<file path="config.mk">
export PLATFORM = sky130hd
export DESIGN_NAME = external_memory_interface
export DESIGN_NICKNAME = d
export VERILOG_FILES = /design/src/emi_pkg.sv /design/src/emi_bank_regs.sv /design/src/emi_wait_counter.sv /design/src/external_memory_interface.sv
export SDC_FILE = /design/constraint.sdc
export NUM_CORES = 1
export LEC_CHECK = 0
export BUFFER_PORTS_ARGS = -buffer_cell sky130_fd_sc_hd__buf_2
export CORE_MARGIN = 2
export CORE_UTILIZATION = 65
export CTS_BUF_LIST = sky130_fd_sc_hd__clkbuf_4
export CTS_CLUSTER_DIAMETER = 40
export DETAILED_ROUTE_END_ITERATION = 7
export PLACE_DENSITY = 0.89
export SETUP_SLACK_MARGIN = 0.4
export SYNTH_ARGS = -nofsm -noshare
export SYNTH_HDL_FRONTEND = slang
export SYNTH_SLANG_ARGS = --single-unit
</file>
<file path="constraint.sdc">
create_clock -name ref_clk -period 9.26 [get_ports ref_clk]
set_input_delay 0.463 -clock ref_clk [delete_from_list [all_inputs] [get_ports ref_clk]]
set_output_delay 0.463 -clock ref_clk [all_outputs]
set_load 0.05 [all_outputs]
</file>
<file path="src/emi_pkg.sv">
// Constants, field layouts and carrier types of the external memory interface
package emi_pkg;

   // External bus geometry
   localparam int EXT_ADDR_W = 24;
   localparam int EXT_DATA_W = 16;
   localparam int BANKS      = 4;

   // Memory map of the four banks and of the configuration registers
   localparam logic [BANKS-1:0][31:0] BANK_BASE = {32'h6600_0000, 32'h6400_0000,
                                                   32'h6200_0000, 32'h6000_0000};
   localparam logic [31:0] BANK_MASK  = 32'hFF00_0000;
   localparam logic [31:0] REG_BASE   = 32'h6C00_0000;
   localparam logic [31:0] REG_MASK   = 32'hFFFF_FFF0;
   localparam int          REG_IDX_LSB = 2;

   // Register byte offsets, one aligned word each
   localparam logic [7:0] BANK0_CONFIG_OFS = 8'h00;
   localparam logic [7:0] BANK1_CONFIG_OFS = 8'h04;
   localparam logic [7:0] BANK2_CONFIG_OFS = 8'h08;
   localparam logic [7:0] BANK3_CONFIG_OFS = 8'h0C;

   // Bank configuration register layout
   typedef struct packed {
      logic       bankOn;
      logic [8:0] reserved;
      logic [3:0] cycleLength;
      logic [1:0] busSize;
   } bank_cfg_t;

   localparam logic [BANKS-1:0][15:0] CFG_RESET = {16'h003C, 16'h003E, 16'h003D, 16'h803D};
   localparam logic [15:0]            CFG_RW_MASK = 16'h803F;

   // Bus size codes
   localparam logic [1:0] BUS_8  = 2'h0;
   localparam logic [1:0] BUS_16 = 2'h1;

   // Chip-select length beyond the wait states
   localparam logic [4:0] WRITE_EXTRA = 5'h01;
   localparam logic [4:0] READ_EXTRA  = 5'h02;

   // AHB-Lite encodings
   localparam int         HTRANS_ACTIVE_BIT = 1;
   localparam logic [1:0] HSIZE_BYTE = 2'h0;
   localparam logic [1:0] HSIZE_HALF = 2'h1;
   localparam logic [1:0] HSIZE_WORD = 2'h2;

   typedef enum logic [2:0] {IDLE, SETUP, ACTIVE, GAP, REG} emi_state_t;

   // External memory pins
   typedef struct packed {
      logic [EXT_ADDR_W-1:0] addr;
      logic [BANKS-1:0]      bankSelectN;
      logic                  readStrobeN;
      logic [1:0]            writeStrobeN;
      logic [EXT_DATA_W-1:0] dataOut;
      logic                  dataOeN;
   } mem_pins_t;

   localparam mem_pins_t PINS_IDLE = '{addr: '0, bankSelectN: '1, readStrobeN: 1'b1,
                                       writeStrobeN: '1, dataOut: '0, dataOeN: 1'b1};

endpackage : emi_pkg

</file>
<file path="src/emi_bank_regs.sv">
// The four bank configuration registers with a registered read port
`timescale 1ns/1ns
`default_nettype none
module emi_bank_regs
   import emi_pkg::*;
(
   // Clock and reset
   input  wire logic                      ref_clk,
   input  wire logic                      rst,
   // Write port
   input  wire logic                      wrEn,
   input  wire logic [1:0]                wrIndex,
   input  wire logic [15:0]               wrData,
   // Read port
   input  wire logic [1:0]                rdIndex,
   output logic [15:0]                    rdData,
   // Configuration seen by the access engine
   output bank_cfg_t [BANKS-1:0]          cfg
);

   typedef struct packed {
      bank_cfg_t [BANKS-1:0] cfg;
      logic [15:0]           rdData;
   } regs_state_t;

   regs_state_t cur_ff;
   regs_state_t nxt_regs;

   always_comb begin
      nxt_regs = cur_ff;
      // Reserved bits are not stored and read back as zero
      if (wrEn) begin
         nxt_regs.cfg[wrIndex] = bank_cfg_t'(wrData & CFG_RW_MASK);
      end
      nxt_regs.rdData = 16'(cur_ff.cfg[rdIndex]);
   end

   always_ff @(posedge ref_clk or posedge rst) begin
      if (rst) begin
         for (int i = 0; i < BANKS; i++) begin
            cur_ff.cfg[i] <= bank_cfg_t'(CFG_RESET[i]);
         end
         cur_ff.rdData <= '0;
      end else begin
         cur_ff <= nxt_regs;
      end
   end

   assign cfg    = cur_ff.cfg;
   assign rdData = cur_ff.rdData;

endmodule : emi_bank_regs
`default_nettype wire

</file>
<file path="src/emi_wait_counter.sv">
// Down counter that times one chip-select period
`timescale 1ns/1ns
`default_nettype none
module emi_wait_counter
   import emi_pkg::*;
#(
   parameter int W = 5
) (
   // Clock and reset
   input  wire logic         ref_clk,
   input  wire logic         rst,
   // Control
   input  wire logic         load,
   input  wire logic [W-1:0] loadValue,
   // Status
   output logic              expired
);

   typedef struct packed {
      logic [W-1:0] count;
   } cnt_state_t;

   cnt_state_t cur_ff;
   cnt_state_t nxt_cnt;

   if (W < 5) begin : g_check
      $error("emi_wait_counter: W too small for the longest period");
   end

   always_comb begin
      nxt_cnt = cur_ff;
      if (load) begin
         nxt_cnt.count = loadValue;
      end else if (cur_ff.count != '0) begin
         nxt_cnt.count = cur_ff.count - W'(1);
      end
   end

   always_ff @(posedge ref_clk or posedge rst) begin
      if (rst) begin
         cur_ff <= '0;
      end else begin
         cur_ff <= nxt_cnt;
      end
   end

   assign expired = (cur_ff.count == '0);

endmodule : emi_wait_counter
`default_nettype wire

</file>
<file path="src/external_memory_interface.sv">
// External static memory interface: AHB-Lite slave, four banks, 16-bit external bus
//
// How it works
// Each bank gets a 24-bit external address, 16 MByte per bank.
// One active-low chip select per bank; only the addressed bank's is asserted.
// Banks decode at 0x6000_0000, 0x6200_0000, 0x6400_0000 and 0x6600_0000.
// Active-low read strobe is the output enable; reads never pulse write strobes.
// Two active-low write strobes: lower for bits 7:0, upper for bits 15:8.
// Bank 0 always runs as a 16-bit bus whatever its size field says.
// Bus-size field 00 means 8-bit, 01 means 16-bit; 10 and 11 reserved.
// Cycle-length field in bits 5:2 inserts 0 to 15 wait states.
// A single read holds chip select for cycle length plus two clocks.
// A single write holds chip select for cycle length plus one clock.
// An access split into N external cycles takes N single-cycle lengths; split writes here add one gap clock between cycles.
// Whole access lasts internal length plus total chip-select length.
// Halfword write to 16-bit bank: one cycle, both strobes, low address unchanged.
// Word write to 8-bit bank: four cycles, address low bits 00..11, lower strobe.
// Chip select stays low over all partial writes; strobe rises one clock between.
// Word read from 16-bit bank: low half held, full word returned after second.
// Split word read on 16-bit bus drives address bits 1:0 as 00 then 10.
// Bit 15 of a bank register enables the bank when set.
// Four 16-bit read/write bank registers in the internal register area.
// Reset values 0x803D, 0x003D, 0x003E, 0x003C; only bank 0 enabled.
// Byte write to 16-bit bank strobes only the lane chosen by address bit 0.
`timescale 1ns/1ns
`default_nettype none
module external_memory_interface
   import emi_pkg::*;
(
   // Clock and reset
   input  wire logic                  ref_clk,
   input  wire logic                  rst,
   // AHB-Lite slave
   input  wire logic                  hsel,
   input  wire logic [31:0]           haddr,
   input  wire logic [1:0]            htrans,
   input  wire logic                  hwrite,
   input  wire logic [2:0]            hsize,
   input  wire logic [31:0]           hwdata,
   input  wire logic                  hready,
   output logic                       hreadyout,
   output logic                       hresp,
   output logic [31:0]                hrdata,
   // External memory bus
   output mem_pins_t                  memPins,
   input  wire logic [EXT_DATA_W-1:0] memDataIn
);

   typedef struct packed {
      emi_state_t            state;
      logic                  hreadyout;
      logic                  hresp;
      logic [31:0]           hrdata;
      logic                  write;
      logic [1:0]            size;
      logic                  wide;
      logic [1:0]            bank;
      logic [3:0]            cycleLength;
      logic [EXT_ADDR_W-1:0] base;
      logic [1:0]            part;
      logic [1:0]            lastPart;
      logic [31:0]           buffer;
      mem_pins_t             pins;
   } emi_main_t;

   emi_main_t             cur_ff;
   emi_main_t             nxt_main;

   bank_cfg_t [BANKS-1:0] cfg;
   logic [15:0]           regRdData;
   logic                  regWrEn;
   logic                  waitLoad;
   logic [4:0]            waitValue;
   logic                  waitDone;
   logic                  accept;
   logic                  hitBank;
   logic [1:0]            hitIdx;
   logic                  hitReg;

   // Number of external cycles, less one, that one transfer needs
   function automatic logic [1:0] lastPartOf(input logic [1:0] size, input logic wide);
      logic [1:0] n;
      n = 2'h0;
      if (wide) begin
         if (size == HSIZE_WORD) begin
            n = 2'h1;
         end
      end else begin
         unique case (size)
            HSIZE_WORD: n = 2'h3;
            HSIZE_HALF: n = 2'h1;
            default:    n = 2'h0;
         endcase
      end
      return n;
   endfunction : lastPartOf

   // Byte lane (8-bit bus) or half lane (16-bit bus) of the word for one partial cycle
   function automatic logic [1:0] laneOf(input emi_main_t s);
      logic [1:0] lane;
      if (s.wide) begin
         lane = {1'b0, s.base[1] ^ s.part[0]};
      end else begin
         lane = s.base[1:0] + s.part;
      end
      return lane;
   endfunction : laneOf

   // Chip-select period of one partial cycle, less one, for the wait counter
   function automatic logic [4:0] periodOf(input emi_main_t s);
      logic [4:0] len;
      len = 5'(s.cycleLength) + (s.write ? WRITE_EXTRA : READ_EXTRA);
      return len - 5'h01;
   endfunction : periodOf

   // Pin levels for the current partial cycle
   function automatic mem_pins_t drivePins(input emi_main_t s);
      mem_pins_t  p;
      logic [1:0] lane;
      p    = PINS_IDLE;
      lane = laneOf(s);
      p.bankSelectN[s.bank] = 1'b0;
      p.readStrobeN         = s.write;
      p.dataOeN             = ~s.write;
      if (s.wide) begin
         p.addr    = {s.base[EXT_ADDR_W-1:2], lane[0], s.base[0]};
         p.dataOut = s.buffer[16*lane[0] +: 16];
      end else begin
         p.addr    = {s.base[EXT_ADDR_W-1:2], lane};
         p.dataOut = {8'h00, s.buffer[8*lane +: 8]};
      end
      if (s.write) begin
         if (!s.wide) begin
            p.writeStrobeN = 2'b10;
         end else if (s.size == HSIZE_BYTE) begin
            p.writeStrobeN = s.base[0] ? 2'b01 : 2'b10;
         end else begin
            p.writeStrobeN = 2'b00;
         end
      end
      return p;
   endfunction : drivePins

   // Read data of the current partial cycle merged into the word
   function automatic logic [31:0] mergeRead(input emi_main_t s, input logic [15:0] din);
      logic [31:0] w;
      logic [1:0]  lane;
      w    = s.buffer;
      lane = laneOf(s);
      if (s.wide) begin
         w[16*lane[0] +: 16] = din;
      end else begin
         w[8*lane +: 8] = din[7:0];
      end
      return w;
   endfunction : mergeRead

   // Address decode of the address phase
   always_comb begin
      hitBank = 1'b0;
      hitIdx  = 2'h0;
      for (int b = 0; b < BANKS; b++) begin
         if ((haddr & BANK_MASK) == BANK_BASE[b]) begin
            hitBank = 1'b1;
            hitIdx  = 2'(b);
         end
      end
      hitReg = ((haddr & REG_MASK) == REG_BASE);
      accept = hsel & htrans[HTRANS_ACTIVE_BIT] & hready;
   end

   always_comb begin
      nxt_main  = cur_ff;
      regWrEn   = 1'b0;
      waitLoad  = 1'b0;
      waitValue = '0;
      unique case (cur_ff.state)
         IDLE: begin
            if (accept) begin
               nxt_main.hrdata = '0;
               nxt_main.write  = hwrite;
               nxt_main.size   = hsize[1:0];
               nxt_main.part   = 2'h0;
               if (hitBank && cfg[hitIdx].bankOn) begin
                  nxt_main.state       = SETUP;
                  nxt_main.hreadyout   = 1'b0;
                  nxt_main.bank        = hitIdx;
                  nxt_main.base        = haddr[EXT_ADDR_W-1:0];
                  nxt_main.cycleLength = cfg[hitIdx].cycleLength;
                  // Bank 0 ignores its size field; reserved codes fall back to 8-bit
                  nxt_main.wide        = (hitIdx == 2'h0) || (cfg[hitIdx].busSize == BUS_16);
                  nxt_main.lastPart    = lastPartOf(hsize[1:0], nxt_main.wide);
               end else if (hitReg) begin
                  nxt_main.state     = REG;
                  nxt_main.hreadyout = 1'b0;
                  nxt_main.bank      = haddr[REG_IDX_LSB +: 2];
               end
            end
         end
         SETUP: begin
            // Internal access cycle: write data is only valid in the data phase
            if (cur_ff.write) begin
               nxt_main.buffer = hwdata;
            end
            nxt_main.pins  = drivePins(nxt_main);
            nxt_main.state = ACTIVE;
            waitLoad       = 1'b1;
            waitValue      = periodOf(cur_ff);
         end
         ACTIVE: begin
            if (waitDone) begin
               if (!cur_ff.write) begin
                  nxt_main.buffer = mergeRead(cur_ff, memDataIn);
               end
               if (cur_ff.part == cur_ff.lastPart) begin
                  nxt_main.pins      = PINS_IDLE;
                  nxt_main.state     = IDLE;
                  nxt_main.hreadyout = 1'b1;
                  nxt_main.hrdata    = cur_ff.write ? '0 : nxt_main.buffer;
               end else begin
                  nxt_main.part = cur_ff.part + 2'h1;
                  if (cur_ff.write) begin
                     // Chip select and data stay while the strobe rises for one clock
                     nxt_main.pins.writeStrobeN = '1;
                     nxt_main.state             = GAP;
                  end else begin
                     nxt_main.pins = drivePins(nxt_main);
                     waitLoad      = 1'b1;
                     waitValue     = periodOf(cur_ff);
                  end
               end
            end
         end
         GAP: begin
            nxt_main.pins  = drivePins(cur_ff);
            nxt_main.state = ACTIVE;
            waitLoad       = 1'b1;
            waitValue      = periodOf(cur_ff);
         end
         REG: begin
            regWrEn            = cur_ff.write;
            nxt_main.hrdata    = cur_ff.write ? '0 : {16'h0000, regRdData};
            nxt_main.hreadyout = 1'b1;
            nxt_main.state     = IDLE;
         end
      endcase
   end

   always_ff @(posedge ref_clk or posedge rst) begin
      if (rst) begin
         cur_ff.state       <= IDLE;
         cur_ff.hreadyout   <= 1'b1;
         cur_ff.hresp       <= 1'b0;
         cur_ff.hrdata      <= '0;
         cur_ff.write       <= 1'b0;
         cur_ff.size        <= HSIZE_BYTE;
         cur_ff.wide        <= 1'b1;
         cur_ff.bank        <= 2'h0;
         cur_ff.cycleLength <= '0;
         cur_ff.base        <= '0;
         cur_ff.part        <= 2'h0;
         cur_ff.lastPart    <= 2'h0;
         cur_ff.buffer      <= '0;
         cur_ff.pins        <= PINS_IDLE;
      end else begin
         cur_ff <= nxt_main;
      end
   end

   emi_bank_regs u_regs (
      .ref_clk (ref_clk),
      .rst     (rst),
      .wrEn    (regWrEn),
      .wrIndex (cur_ff.bank),
      .wrData  (hwdata[15:0]),
      .rdIndex (haddr[REG_IDX_LSB +: 2]),
      .rdData  (regRdData),
      .cfg     (cfg)
   );

   // Times each chip-select period so the engine only watches one flag
   emi_wait_counter #(.W(5)) u_wait (
      .ref_clk   (ref_clk),
      .rst       (rst),
      .load      (waitLoad),
      .loadValue (waitValue),
      .expired   (waitDone)
   );

   assign hreadyout = cur_ff.hreadyout;
   assign hresp     = cur_ff.hresp;
   assign hrdata    = cur_ff.hrdata;
   assign memPins   = cur_ff.pins;

endmodule : external_memory_interface
`default_nettype wire

</file>
==> results of run 1 <==
-- path summary, 6_finish.rpt --
| path | cells after the start | startpoint | slack, ps | endpoint |
|---|---|---|---|---|
| worst max-delay path | 16 | cur_ff[82] | 3920 | memPins[4] |
| worst min-delay path | 2 | rst | -40 | memPins[34] |
| worst max register to register | 16 | cur_ff[82] | 3920 | memPins[4] |
| worst min register to register | 2 | memPins[45] | 490 | memPins[45] |
| max in group asynchronous | 3 | rst | 7900 | hrdata[21] |
| min in group ref_clk | 2 | haddr[23] | 60 | cur_ff[107] |
-- routing by layer --
layer | track usage, % | vias to the layer above | part of all wire (%)
li1 | - | 4890 | -
met5 | 0 | - | 0
met2 | 61.5 | 910 | 45
met1 | 50.9 | 5405 | 36
met4 | 27.5 | 0 | 7.2
met3 | 8.99 | 242 | 12
-- Yosys cell counts, types with 7 or more instances --
| cell type | number | area (µm²) |
|---|---|---|
| inv_1 | 29 | 109 |
| mux4_2 | 13 | 293 |
| nor2b_1 | 20 | 125 |
| a22oi_1 | 9 | 67.6 |
| buf_4 | 85 | 638 |
| dfstp_2 | 30 | 788 |
| a211oi_1 | 17 | 128 |
| nor2_1 | 91 | 342 |
| nand2_1 | 181 | 679 |
| o221ai_1 | 11 | 96.3 |
| a31oi_1 | 15 | 93.8 |
| o31ai_1 | 7 | 52.6 |
| o21ai_0 | 68 | 340 |
| nand2b_1 | 7 | 43.8 |
| nand3_1 | 51 | 255 |
| a32oi_1 | 8 | 70.1 |
| clkbuf_1 | 45 | 169 |
| a22o_1 | 27 | 236 |
| buf_2 | 33 | 165 |
| or2_2 | 7 | 43.8 |
| nor3_1 | 18 | 90.1 |
| a21oi_1 | 75 | 375 |
| mux2_2 | 71 | 800 |
| o22ai_1 | 29 | 181 |
| a21o_1 | 8 | 60.1 |
| mux2i_1 | 48 | 480 |
| ha_1 | 16 | 200 |
| a221oi_1 | 18 | 158 |
| dfrtp_1 | 164 | 4100 |
-- area by class of cell --
cell class / instances / area, µm² / share of cell area [%]
Multi-Input combinational cell: 946 / 6480 / 49.3
Inverter: 33 / 131 / 0.999
Sequential cell: 194 / 4890 / 37.2
Antenna cell: 1 / 2.50 / 0.0190
Clock buffer: 17 / 128 / 0.970
Tap cell: 260 / 325 / 2.47
Clock inverter: 15 / 209 / 1.59
Timing Repair Buffer: 187 / 983 / 7.48
-- state kept, by name, indices dropped and copies added, names as in the netlist --
register,flops
u_wait.cur_ff,5
u_regs.rdData,7
hrdata,32
memPins,48
cur_ff,73
hreadyout,1
u_regs.cfg,28
-- metrics by stage --
step	setup slack, ps	instance area, µm²	utilization [%]	total power (µW)	hold WS [ps]
2_1_floorplan	3560	12500	-	2700	440
4_1_cts	4080	13200	69.8	3620	17.4
6_report	3920	13200	69.9	3700	-37.6
5_1_grt	3750	13200	69.9	3850	21.4
3_3_place_gp	4220	12800	68.1	3070	445
3_5_place_dp	4140	12800	68.1	3110	450
-- power groups by stage --
stage	registers (µW)	clock network, µW	logic [µW]
2_1_floorplan	1170	0	1520
3_3_place_gp	1270	0	1800
3_5_place_dp	1280	0	1830
4_1_cts	1260	512	1840
5_1_grt	1300	545	2010
6_report	1280	515	1900
-- cells by family (layout without fill, tap and decap cells) --
logic type	after synthesis	count (layout)	share of synthesized area (%)
AOI/OAI and AO/OA	359	359	19.7
and+or+nand+nor	421	421	15.6
buffers and inverters	207	252	9.50
DFF	194	194	39.0
other	1	2	0.0299
xor gates and xnor gates	15	15	1.76
adders and majority gates	17	17	1.75
muxes	133	133	12.7
==> flow_summary_export.csv, run 1 <==
group,metric,value,unit
run_status,status,"finished, violations left",
run_status,violations,"DRC, hold timing",
critical_path,crit_fanout,49,
clock_network,ctsResizeCount,0,
sta,finalSetupViolCount,0,
clock_network,cts.path.max_buffers,2,
clock_network,cts_root_buffer,"clkbuf_4",
critical_path,crit_slowest_cell,"dfrtp_1",
cells_and_area,layout_common_cells,"nand2_1 (181), buf_2 (168), dfrtp_1 (163)",
pwr,combPwrFrac,51.4,%
clock_network,cts_tree,"yes",
place,gp_congestion,1.03,
sta,finalCriticalPeriod,5340,ps
logic_synthesis,syn_nets,1454,
floorplan,die_width,143,µm
critical_path,end_kind,"flip-flop",
logic_synthesis,avgSynthCellArea,9.32,µm²
logic_synthesis,synth_edf_count,0,
floorplan,initial_core_util,66.6,%
cells_and_area,fill_cells,1433,
sta,finalCritPeriodShare,57.7,%
pwr,p_per_area,281,nW/µm²
route,vias,11400,
sta,finalHoldViolCount,20,
critical_path,worstPathCellList,"inv_1 > ha_1 > buf_4 > nor2b_1 > buf_4 > a21oi_4 > buf_4 > inv_2 > buf_4 > ha_1 > nor4b_4 > a221oi_1 > a21oi_1 > o221ai_1 > a311o_1 > a221oi_1",
sta,rsz0062_at_grt,"false",
place,portBuffers,168,
critical_path,cp-start-kind,"flip-flop",
pwr,swShare,51.3,%
critical_path,max_stage_delay,710,ps
floorplan,rows,50,
route,dr.pass1.iters,8,
critical_path,cp_top_family,"compound AO/OA/AOI/OAI gates",
pwr,clkPwrFrac,13.9,%
sta,slew_viol_final,0,
logic_synthesis,synthFlopType,"dfrtp_1",
sta,worst_pin_slew,1230,ps
logic_synthesis,ys_warn_count,0,
route,initialDrtViolationCount,1753,
clock_network,clock-sinks,194,
pwr,switching_power,1900,µW
cells_and_area,layout_commonest_cell,"nand2_1",
floorplan,dieArea,20400,µm²
critical_path,timing_worst_setup_path_type,"flip-flop to flip-flop",
clock_network,post_cts_buffers,0,
grt,grt_usage,40.2,%
logic_synthesis,ys_seq_area_share,39.0,%
floorplan,core,18800,µm²
route,wl_per_cell,24.6,µm
logic_synthesis,async_flop_share,100,%
sta,max_freq,0.187,GHz
critical_path,worst_path_most_repeated_cell,"buf_4",
cells_and_area,drive_gt1_share,27.1,%
route,totalWireLength,40600,µm
grt,grt_max_degree,131,
logic_synthesis,ys_types,98,
pwr,leakagePower,0.00608,µW
grt,grt.overflow.total,0,
cells_and_area,areaGrowthSynthToFinish,4.84,%
sta,whs,-37.6,ps
critical_path,worst_ep_required_time,9800,ps
cells_and_area,stdcell_count,1653,
route,drc_errors,21,
place,placedCellCount,1620,
sta,skew,28.6,ps
grt,antenna_found_initial,1,
run,cap_violations,0,
floorplan,io_pins,172,
cells_and_area,layout.nets,1486,
sta,tns,0,ps
grt,grt_pass1_vias,11100,
clock_network,ctsHtreeMaxLevel,4,
logic_synthesis,syn_inst,1347,
pwr,ir_drop,0.127,mV
critical_path,cp_data_arrival_time,5880,ps
logic_synthesis,synth_area,12500,µm²
place,hpwl,27600,µm
clock_network,cts_buffers,17,
route,ant_nets,0,
sta,maxSlewHeadroom,17.9,%
floorplan,dieHeight,143,µm
grt,grt_pass1_wl,62300,µm
pwr,p_seq_share,34.6,%
clock_network,clk_latency,640,ps
clock_network,cts.clk_slew.worst_paths,210,ps
route,routed_via_density,6.92,
critical_path,crit_buf_inv,6,
pwr,p_int,1800,µW
clock_network,cts_hold_buf,0,
worst_hold_path,min_path_type,"input port to asynchronous set/reset pin",
logic_synthesis,synth-seq-cells,194,
No activity file was read; power rests on OpenSTA's default activity.
==> run 2: changes to the inputs <==
Settings changed: CORE_UTILIZATION 65 to 55, PLACE_DENSITY 0.89 to 0.8.
Clock period 9.26 ns to 4.6 ns, I/O delays scaled along.
==> run 2 against run 1 <==
Final area rose by 5.9%; critical path depth fell by 5; global-route usage fell by 4.2 points; the run now ends clean; hold slack improved by 62 ps; largest cell class unchanged.
==> flow_summary_export.csv, run 2 (synthesis gave the netlist of run 1 again) <==
group,metric,value,unit
critical_path,end_kind,"flip-flop",
clock_network,cts.clk_slew.worst_paths,220,ps
cells_and_area,largest_reg_flops,73,
place,hpwl,29500,µm
critical_path,r2r_slack,780,ps
critical_path,worstPathCellList,"ha_1 > xnor3_2 > nor2_4 > ha_1 > nor4b_4 > buf_4 > a221oi_1 > a21oi_1 > o221ai_1 > a311o_1 > a221oi_1",
route,drc_errors,0,
grt,grt_pass1_wl,66000,µm
route,initialDrtViolationCount,1375,
sta,maxSlewHeadroom,13.1,%
worst_hold_path,hold_depth,2,
cells_and_area,stdcell_count,1756,
cells_and_area,layout.nets,1563,
critical_path,crit_fanout,7,
critical_path,max_stage_delay,510,ps
grt,antenna_found_initial,1,
pwr,total_power,7690,µW
critical_path,r2r-start,"cur_ff[82]",
route,ant_nets,0,
clock_network,cts_tree,"yes",
route,wl_per_cell,24.6,µm
floorplan,dieHeight,155,µm
sta,worst_pin_slew,1300,ps
run,cap_violations,0,
floorplan,core,22500,µm²
place,placedCellCount,1668,
route,totalWireLength,43200,µm
pwr,ir_drop,0.266,mV
grt,grt_usage,36.0,%
sta,finalCritPeriodShare,83.0,%
critical_path,cp_data_arrival_time,4380,ps
worst_hold_path,hp-start,"haddr[3]",
clock_network,cts_buffers,17,
cells_and_area,drive_gt1_share,27.2,%
sta,finalCriticalPeriod,3820,ps
sta,max_freq,0.262,GHz
cells_and_area,areaGrowthSynthToFinish,11.1,%
critical_path,cp_top_family,"compound AO/OA/AOI/OAI gates",
critical_path,timing_worst_setup_path_type,"flip-flop to flip-flop",
cells_and_area,layout_commonest_cell,"nand2_1",
grt,grt_max_degree,115,
sta,slew_viol_final,0,
critical_path,rr_worst_depth,11,
sta,finalSetupViolCount,0,
critical_path,crit_slowest_cell,"dfrtp_1",
place,gp_congestion,1.03,
critical_path,cp-start-kind,"flip-flop",
grt,grtUsageMet3,8.61,%
clock_network,cts.path.max_buffers,2,
grt,use_met1,45.7,%
pwr,leakagePower,0.00644,µW
critical_path,regToRegEndpoint,"memPins[4]",
grt,grt_pass1_vias,11400,
clock_network,clk_latency,660,ps
clock_network,clock-sinks,194,
floorplan,die_width,155,µm
worst_hold_path,whs_endpoint,"u_regs.rdData[3]",
route,vias,11600,
floorplan,rows,55,
grt,grt.busiest_layer,"met2",
clock_network,post_cts_buffers,0,
clock_network,cts_hold_buf,54,
place,portBuffers,168,
floorplan,io_pins,172,
route,dr.pass1.iters,7,
sta,skew,41.4,ps
sta,tns,0,ps
sta,finalHoldViolCount,0,
run_status,status,"completed",
critical_path,crit_buf_inv,1,
grt,grt_use_met2,56.6,%
pwr,p_per_area,552,nW/µm²
worst_hold_path,min_path_type,"input port to flip-flop",
cells_and_area,layout_common_cells,"nand2_1 (181), buf_2 (168), dfrtp_1 (163)",
floorplan,dieArea,24000,µm²
clock_network,ctsResizeCount,0,
sta,rsz0062_at_grt,"false",
cells_and_area,max_flop_register,"cur_ff",
grt,grt.overflow.total,0,
critical_path,worst_ep_required_time,5160,ps
cells_and_area,fill_cells,1901,
clock_network,ctsHtreeMaxLevel,4,
clock_network,cts_root_buffer,"clkbuf_4",
route,routed_via_density,6.59,
floorplan,initial_core_util,55.8,%
## run 2: changes by cell type in the layout (fill, tap and decap cells not counted), sizes merged
cell	change
inv	+1
diode	+1
buf	+23
clkinvlp	+1
dlygate4sd3	+54
clkinv	-2
## run 2: layout make-up
type / instances / area [µm²] / area share [%]
diodes: 2 / 5.00 / 0.0359
clock buffers: 17 / 128 / 0.916
multi-input cells: 946 / 6470 / 46.5
well taps: 285 / 357 / 2.56
flip-flops and latches: 194 / 4890 / 35.1
clock inverters: 15 / 241 / 1.73
inverters: 33 / 128 / 0.916
repair buffers: 264 / 1710 / 12.3
## run 2: how the worst max path moves through the flow
stage	start	end	depth (start not counted)
after global placement	cur_ff[83]	memPins[4]	10
after global routing	cur_ff[82]	memPins[4]	12
after CTS	cur_ff[82]	memPins[4]	11
after detailed placement	cur_ff[82]	memPins[4]	11
after floorplan	cur_ff[82]	memPins[4]	15
final	cur_ff[82]	memPins[4]	11
## run 2: where the power goes
part           leakage [µW]  internal, µW  switching, µW
Sequential          0.00245          2080            513
Combinational       0.00380          1360           2610
Clock              0.000191           309            823
Total               0.00644          3750           3950
## run 2: worst register-to-register path, stage by stage, from the launching register on
cell      delay (ps)
dfrtp_1          510
ha_1             270
xnor3_2          440
nor2_4           280
ha_1             370
nor4b_4          470
buf_4            240
a221oi_1          80
a21oi_1          260
o221ai_1         160
a311o_1          370
a221oi_1         300
## run 2: metrics by stage
stage | utilization, % | area (µm²) | worst slack (ps) | hold slack (ps)
6_report | 61.9 | 13900 | 781 | 24.0
3_5_place_dp | 57.9 | 13000 | 888 | 251
2_1_floorplan | - | 12600 | 824 | 347
5_1_grt | 61.9 | 13900 | 621 | 6.97
3_3_place_gp | 57.9 | 13000 | 934 | 246
4_1_cts | 61.9 | 13900 | 866 | 8.79
## run 2: layer usage
| metal | vias up | wire, µm |
|---|---|---|
| li1 | 5046 | - |
| met3 | 184 | 4390 |
| met2 | 762 | 19700 |
| met4 | 0 | 2600 |
| met1 | 5582 | 16500 |
| met5 | - | 0 |
